`src/rtl/sdc_pkg.sv`:
```
// Package of constants and carrier types for the sampled dual comparator control
package sdc_pkg;

  // ----------------------------------------------------------------------
  // Timing
  // ----------------------------------------------------------------------
  localparam int CLK_PERIOD_NS   = 10;
  localparam int ACTIVE_TIME_NS  = 80000;
  localparam int SETTLE_TIME_NS  = 4000;
  localparam int ACTIVE_CYCLES   = ACTIVE_TIME_NS / CLK_PERIOD_NS;
  localparam int SETTLE_CYCLES   = (SETTLE_TIME_NS + CLK_PERIOD_NS - 1) / CLK_PERIOD_NS;
  localparam int CNT_W           = 14;
  localparam logic [CNT_W-1:0] CNT_ZERO = 14'h0000;
  localparam logic [CNT_W-1:0] CNT_ONE  = 14'h0001;

  // ----------------------------------------------------------------------
  // Reset values
  // ----------------------------------------------------------------------
  localparam logic RESULT_RST = 1'b0;
  localparam logic WINDOW_RST = 1'b0;
  // Both-low starts high so the reset set agrees with A and B low
  localparam logic BOTHLOW_RST = 1'b1;

  // ----------------------------------------------------------------------
  // Types
  // ----------------------------------------------------------------------
  typedef enum logic [1:0] {
    SDC_IDLE   = 2'b01,
    SDC_ACTIVE = 2'b10
  } sdc_state_e;

  // Sign of each channel's weighted input sum, from the analog front end
  typedef struct packed {
    logic chanAPositive;
    logic chanBPositive;
  } sdc_sign_s;

  // Decoded result set
  typedef struct packed {
    logic chanAOut;
    logic chanBOut;
    logic bothLow;
    logic windowState;
  } sdc_result_s;

endpackage : sdc_pkg

```
`src/rtl/sdc_control.sv`:
```
// Sequencing, pulsed supply and output decode of the sampled dual comparator
`timescale 1ns/100ps
`default_nettype none

// Function
// [RULE1] Channel result high when weighted input sum positive, low when negative.
// [RULE2] Pulsed supply driven high while active, released otherwise.
// [RULE3] Each comparison stays active, supply driven, for 80 microseconds.
// [RULE4] Outside inputs settle within 4 microseconds and hold through active period.
// [RULE5] Channel outputs follow own sign; both-low flag high only if both low.
// [RULE6] Window state low if A high, high if A low B high, else holds.
// [RULE7] External strobing: timing pin tied low, positive strobe pulse per comparison.
// [RULE8] Strobe rising edge starts a comparison; 50 ns pulses suffice.
// [RULE9] Strobe pulses may be shorter or longer than the active period.
// [RULE10] Self-timed: strobe held low, timing network restarts cycles repeatedly.
// [RULE11] Outputs hold while inactive and update only when a cycle completes.
module sdc_control
(
  input  wire logic                clk_sys,
  input  wire logic                rst,
  input  wire logic                strobe,
  input  wire logic                rc_timing_pin,
  input  wire sdc_pkg::sdc_sign_s  signIn,
  output logic                     pulsedSupplyOut,
  output logic                     pulsedSupplyOe,
  output logic                     comparatorActive,
  output sdc_pkg::sdc_result_s     result
);
  import sdc_pkg::*;

  // ----------------------------------------------------------------------
  // Input synchronisers
  // ----------------------------------------------------------------------
  logic [1:0] strobeSync_reg;
  logic [1:0] strobeSync_next;
  logic [1:0] rcSync_reg;
  logic [1:0] rcSync_next;
  logic       strobeLast_reg;
  logic       strobeLast_next;
  logic       rcLast_reg;
  logic       rcLast_next;
  sdc_sign_s  signSync1_reg;
  sdc_sign_s  signSync1_next;
  sdc_sign_s  signSync2_reg;
  sdc_sign_s  signSync2_next;
  logic       startPulse;

  // Two stages on each pin; edge detectors look at stage two only
  always_comb
  begin
    strobeSync_next = {strobeSync_reg[0], strobe};
    rcSync_next     = {rcSync_reg[0], rc_timing_pin};
    strobeLast_next = strobeSync_reg[1];
    rcLast_next     = rcSync_reg[1];
    signSync1_next  = signIn;
    signSync2_next  = signSync1_reg;
  end

  always_ff @(posedge clk_sys)
  begin
    if (rst)
    begin
      strobeSync_reg <= 2'h0;
      rcSync_reg     <= 2'h0;
      strobeLast_reg <= 1'b0;
      rcLast_reg     <= 1'b0;
      signSync1_reg  <= '0;
      signSync2_reg  <= '0;
    end
    else
    begin
      strobeSync_reg <= strobeSync_next;
      rcSync_reg     <= rcSync_next;
      strobeLast_reg <= strobeLast_next;
      rcLast_reg     <= rcLast_next;
      signSync1_reg  <= signSync1_next;
      signSync2_reg  <= signSync2_next;
    end
  end

  // Either rising edge starts a cycle; the unused source is tied low outside
  assign startPulse = (strobeSync_reg[1] & ~strobeLast_reg)  // [RULE8] [RULE7]
                    | (rcSync_reg[1] & ~rcLast_reg);         // [RULE10]

  // ----------------------------------------------------------------------
  // Active-period sequencer
  // ----------------------------------------------------------------------
  sdc_state_e       state_reg;
  sdc_state_e       state_next;
  logic [CNT_W-1:0] count_reg;
  logic [CNT_W-1:0] count_next;
  logic             done;

  // Edges during an active period are ignored: a cycle cannot be cut short
  always_comb
  begin
    state_next = state_reg;
    count_next = count_reg;
    done       = 1'b0;
    case (state_reg)
      SDC_IDLE:
      begin
        if (startPulse)
        begin
          state_next = SDC_ACTIVE;
          count_next = CNT_W'(ACTIVE_CYCLES - 1);  // [RULE3]
        end
      end
      SDC_ACTIVE:
      begin
        if (count_reg == CNT_ZERO)
        begin
          state_next = SDC_IDLE;
          done       = 1'b1;
        end
        else
        begin
          count_next = count_reg - CNT_ONE;
        end
      end
      default:
      begin
        state_next = SDC_IDLE;
        count_next = CNT_ZERO;
      end
    endcase
  end

  always_ff @(posedge clk_sys)
  begin
    if (rst)
    begin
      state_reg <= SDC_IDLE;
      count_reg <= CNT_ZERO;
    end
    else
    begin
      state_reg <= state_next;
      count_reg <= count_next;
    end
  end

  // ----------------------------------------------------------------------
  // Pulsed supply and result decode
  // ----------------------------------------------------------------------
  logic        supplyOn_reg;
  logic        supplyOn_next;
  sdc_result_s result_reg;
  sdc_result_s result_next;

  // Results sampled at the end of the period, after inputs have long settled
  always_comb
  begin
    supplyOn_next = (state_next == SDC_ACTIVE);  // [RULE2] [RULE3]
    result_next   = result_reg;
    if (done)                                    // [RULE11] [RULE4]
    begin
      result_next.chanAOut = signSync2_reg.chanAPositive;  // [RULE1] [RULE5]
      result_next.chanBOut = signSync2_reg.chanBPositive;  // [RULE1] [RULE5]
      result_next.bothLow  = ~signSync2_reg.chanAPositive
                           & ~signSync2_reg.chanBPositive; // [RULE5]
      if (signSync2_reg.chanAPositive)
        result_next.windowState = 1'b0;                    // [RULE6]
      else if (signSync2_reg.chanBPositive)
        result_next.windowState = 1'b1;                    // [RULE6]
    end
  end

  always_ff @(posedge clk_sys)
  begin
    if (rst)
    begin
      supplyOn_reg <= 1'b0;
      result_reg   <= '{RESULT_RST, RESULT_RST, BOTHLOW_RST, WINDOW_RST};
    end
    else
    begin
      supplyOn_reg <= supplyOn_next;
      result_reg   <= result_next;
    end
  end

  // Pin driven high only while enabled; released (high impedance) otherwise
  assign pulsedSupplyOut  = supplyOn_reg;  // [RULE2]
  assign pulsedSupplyOe   = supplyOn_reg;  // [RULE2]
  assign comparatorActive = supplyOn_reg;
  assign result           = result_reg;

  // ----------------------------------------------------------------------
  // Assertions
  // ----------------------------------------------------------------------
  logic [CNT_W-1:0] onLen_reg;
  logic [CNT_W-1:0] onLen_next;

  // Length of the current high stretch; the counter keeps the checks free of long repetitions
  always_comb
  begin
    onLen_next = CNT_ZERO;
    if (supplyOn_reg)
      onLen_next = onLen_reg + CNT_ONE;
  end

  always_ff @(posedge clk_sys)
  begin
    if (rst)
      onLen_reg <= CNT_ZERO;
    else
      onLen_reg <= onLen_next;
  end
endmodule : sdc_control

`default_nettype wire

```
`config.mk`:
```
export PLATFORM = sky130hd
export DESIGN_NAME = sdc_control
export DESIGN_NICKNAME = d
export VERILOG_FILES = /design/src/rtl/sdc_pkg.sv /design/src/rtl/sdc_control.sv
export SDC_FILE = /design/constraint.sdc
export NUM_CORES = 1
export LEC_CHECK = 0
export ABC_CLOCK_PERIOD_IN_PS = 2600
export BUFFER_PORTS_ARGS = -buffer_cell sky130_fd_sc_hd__buf_2
export CAP_MARGIN = 5
export CORE_MARGIN = 3
export CORE_UTILIZATION = 60
export DETAILED_ROUTE_END_ITERATION = 8
export GPL_TIMING_DRIVEN = 0
export PLACE_DENSITY = 0.9
export REMOVE_ABC_BUFFERS = 1
export SYNTH_ARGS = -nofsm -noshare
export SYNTH_HDL_FRONTEND = slang
export SYNTH_SLANG_ARGS = --single-unit
```
`constraint.sdc`:
```
create_clock -name clk_sys -period 2.6 [get_ports clk_sys]
set_input_delay 0.13 -clock clk_sys [delete_from_list [all_inputs] [get_ports clk_sys]]
set_output_delay 0.13 -clock clk_sys [all_outputs]
set_load 0.01 [all_outputs]
```
# --- After elaboration in Yosys (flattened, before gate mapping) ---
# Index checks and enable logic that the tools add are counted.
word_totals:
  ff_bits: 31
  input_bits: 6
  word_cells: 43
op_classes:
  addsub: 1
  n_eq_ne: 5
  mux: 10
  n_bitwise: 8
  reduce_logical: 4
op_table:
  columns: ["operator", "count"]
  rows:
  - ["$mux 14", 2]
  - ["$pmux 14 s2", 1]
  - ["$logic_not 14->1", 1]
  - ["$sub 14x1->14 const B", 1]
  - ["$eq 2x2->1 const B", 2]
  - ["$mux 1", 4]
  - ["$mux 2", 2]
  - ["$ne 2x2->1 const B", 2]
  - ["$not 1->1", 4]
  - ["$pmux 2 s2", 1]
  - ["$reduce_and 2->1", 2]
  - ["$and 1x1->1", 3]
  - ["$eq 2x1->1 const B", 1]
  - ["$reduce_bool 2->1", 1]
  - ["$or 1x1->1", 1]

# --- Logic depth before layout (Yosys ltp) ---
logic_depth:
  word_depth: 6
  mapped_depth: 7
  depth_no_buf: 6

# --- Worst setup path before layout ---
# Ideal clock, no wire load.
synth_timing:
  kind: "flip-flop to flip-flop"
  start: "register count_reg[0]"
  end: "register result_reg, in the netlist result[0]"
  arrival_ns: 1.627
  setup_slack_ns: 0.858
  stages_incl_launch_ff: 8
  period_less_slack_ns: 1.742
  path_cell_list: "dfxtp_1 inv_1 ha_1 nor3b_2 and4_1 buf_6 nand2_1 and3_1"
synth_via:
  elab_chain_len: 4
synth_lines:
  columns: ["element", "line", "rtl"]
  rows:
  - ["start: declaration", "sdc_control.sv:90", "logic [CNT_W-1:0] count_reg;"]
  - ["start signal: assignment", "sdc_control.sv:139", "count_reg <= count_next;"]
  - ["$logic_not 14->1", "sdc_control.sv:111", "if (count_reg == CNT_ZERO)"]
  - ["$mux 1", "sdc_control.sv:111", null]
  - ["$mux 1", "sdc_control.sv:100", "case (state_reg)"]
  - ["$reduce_and 2->1 (no source line)", null, null]
  - ["end signal: assignment", "sdc_control.sv:174", "result_reg <= '{RESULT_RST, RESULT_RST, BOTHLOW_RST, WINDOW_RST};"]
  - ["end signal: assignment", "sdc_control.sv:179", "result_reg <= result_next;"]
  - ["end: declaration", "sdc_control.sv:148", "sdc_result_s result_reg;"]
# No other way between the ends.
# A chain may end at the register's enable or synchronous reset.

# --- Final worst setup path ---
layout_timing:
  start: "register count_reg[0]"
  end: "register count_reg[12]"
layout_via:
  elab_chain_len: 3
layout_lines:
  columns: ["element", "line"]
  rows:
  - ["$sub 14x1->14 or $logic_not 14->1 (tied branches)", "sdc_control.sv:118, sdc_control.sv:111"]
  - ["$mux 14 or $ne 2x2->1 (tied branches)", null]
  - ["$pmux 14 s2 or $reduce_and 2->1 (tied branches)", null]
# Parallel ways exist; a longest one is shown, timed or not. The select of a mux whose other input is x is not followed.

==> results_dict.tcl <==
set metrics [dict create \
    dr.pass1.iters 4 \
    max_slew_margin_pct 37.1 \
    synth_cell_type_count 44 \
    avgSynthCellArea_um2 9.19 \
    cp_slowest_cell "nor3b_2" \
    hold_violations 0 \
    drv_cap 0 \
    yosys.area.top_type_share_pct 39.1 \
    critical_path.startpoint_type "flip-flop" \
    crit_family "simple AND/OR/NAND/NOR gates" \
    numCtsBuffers 5 \
    tightest_slew_ps 935 \
    totalWireLength_um 3560 \
    num_antenna_cells 0 \
    min_period_ps 2430 \
    synth-seq-cells 31 \
    drc 0 \
    fillCellCount 194 \
    ant_nets 0 \
    period_share_pct 93.6 \
    max_stage_delay_ps 550 \
    port_buffers 12 \
    wl_per_cell_um 16.6 \
    clockBufferDepth 2 \
    gp_congestion 0.886 \
    crit_path_cell_trace "inv_1, ha_1, nor3b_2, nand4_1, nand2_1, o31ai_1" \
    post-route-util_pct 69.9 \
    slew_violations 0 \
    cts_setup_buffers 0 \
    cts_resized 0 \
    area_growth_pct 10.0 \
    ir_drop_uv 924 \
    num_rows 18 \
    cp_max_fo 11 \
    drive_above_1_share_pct 17.9 \
    finalNetCount 192 \
    clk_latency_ps 340 \
    fp.dieW_um 57.5 \
    required_ps 2800 \
    die_area_mm2 0.00330 \
    skew_ps 9.65 \
    synth_cells 173 \
    leakage_nw 0.688 \
    hold_class "in2reg" \
    grt_overflow 0 \
    io_pins 13 \
    critPathBufInv 1 \
    grt_setup_unrepaired "no" \
    setup-tns-final_ps 0 \
    async_flop_share_pct 0 \
    grt_pass1_vias 1379 \
    seq_area_um2 621 \
    largest_reg_flops 14 \
    htree_levels 2 \
    cp.arrival_ps 2630 \
    ys.flop_type "dfxtp_1" \
    synth-edff-count 0 \
    core-area_mm2 0.00250 \
    setup_viol 0 \
    gr-usage-all-layers_pct 22.9 \
    grt_pass1_wl_um 5920 \
    criticalPathCategory "reg2reg" \
    holdWs_ps 10.2 \
    synth_most_common_cell "dfxtp_1" \
    vias_per_cell 6.55 \
    grt_max_degree 30 \
    cp-end-kind "flip-flop" \
    synth_area_leaders "dfxtp_1 (39%), o32ai_2 (5.1%), nor2b_1 (4.3%), a21oi_1 (3.8%), o31ai_1 (3.3%)" \
    synth_area_leader_cell "dfxtp_1" \
    powerDensity_mw_per_mm2 1210 \
    fmax_mhz 411 \
    die_h_um 57.5 \
    path_clk_slew_ps 90 \
    num_vias 1402 \
    multi_input_area_um2 850 \
    synth_common_cells "dfxtp_1 (31), inv_1 (13), a21oi_1 (12)" \
    cts_tree "done" \
    dpl.hpwl_um 2490 \
    root_buffer "clkbuf_4" \
    start_util_pct 63.6 \
    status "completed" \
    cts.sinks 31 \
    synth-seq-area-share_pct 39.1 \
    antenna_found_initial 0 \
    synth_area_mm2 0.00159 \
    ys.warnings.count 0 \
    drt_iter0_drc 128 \
]
[where the power goes]
group          internal, mW  leakage [nW]  switching (mW)  total, mW
logic                 0.348         0.382           0.586      0.934
clock network         0.300        0.0525           0.166      0.466
registers             0.580         0.254           0.140      0.720
total                  1.23         0.688           0.892       2.12
[final timing paths]
path | end | slack [ps] | start | depth (start not counted)
setup / recovery | count_reg[12] | 170 | count_reg[0] | 6
hold / removal | signSync1_reg[0] | 10 | signIn[0] | 2
setup reg to reg | count_reg[12] | 170 | count_reg[0] | 6
hold reg to reg | signSync2_reg[0] | 450 | signSync1_reg[0] | 1
[metal layers]
layer  GRT usage (%)  vias up  wire length (um)
li1                -      666                 -
met3            5.66        9               194
met5               0        -                 0
met1            28.0      674              1520
met4            13.2        0                72
met2            36.5       53              1770
[area by class of cell]
type	count	share of cell area [%]
multi-input combinational	117	48.6
sequential	31	35.5
timing repair buffer	15	5.15
clock inverter	2	3.44
inverter	13	2.79
clock buffer	6	2.36
tap	30	2.15
[metrics by stage]
| step | total power [mW] | cell area (um2) | std cells | setup slack [ps] |
|---|---|---|---|---|
| after floorplan | 1.41 | 1520 | 161 | 740 |
| after global placement | 1.58 | 1620 | 203 | 289 |
| after detailed placement | 1.64 | 1620 | 203 | 190 |
| after CTS | 2.10 | 1750 | 214 | 149 |
| after global routing | 2.24 | 1750 | 214 | 6.24 |
| final | 2.12 | 1750 | 214 | 167 |
[worst register-to-register path, cell delays in order (launching register included)]
cell     delay, ps
dfxtp_1        350
inv_1          130
ha_1           210
nor3b_2        550
nand4_1        540
nand2_1        400
o31ai_1        120
[timing repair]
| action | CTS | global route |
|---|---|---|
| hold buffers | 3 | 0 |
| hold endpoints to repair | 3 | 0 |
| endpoints found under the setup margin | 0 | 5 |
[kinds of logic (layout without fill, tap and decap cells)]
| logic type | count (synthesis) | after routing | synth area share (%) |
|---|---|---|---|
| flip-flops | 31 | 31 | 39.1 |
| buffers and inverters | 25 | 36 | 7.48 |
| AO/OA/AOI/OAI | 47 | 47 | 24.3 |
| AND/OR/NAND/NOR | 66 | 66 | 26.3 |
| XOR/XNOR | 1 | 1 | 0.551 |
| adder cells (fa/ha/maj) | 3 | 3 | 2.36 |
[placed cells by master, fill, tap and decap left out, types with 2 or more instances in the layout]
cell / instances
clkbuf_4: 5
nor4_1: 4
o311ai_0: 2
nand2_1: 10
ha_1: 3
nand2b_1: 3
nor3_1: 5
a31oi_1: 7
nor2_1: 8
dfxtp_1: 31
and4_1: 4
bufinv_16: 2
o311ai_1: 3
a21oi_1: 12
and3_1: 3
nor4b_1: 2
o211ai_1: 2
a211oi_2: 2
nand3_1: 5
o31ai_1: 7
nand4_1: 2
dlygate4sd3_1: 3
inv_1: 13
nor2b_1: 11
o32ai_2: 5
buf_2: 12
Note: power is estimated with default switching activity, not from simulation.
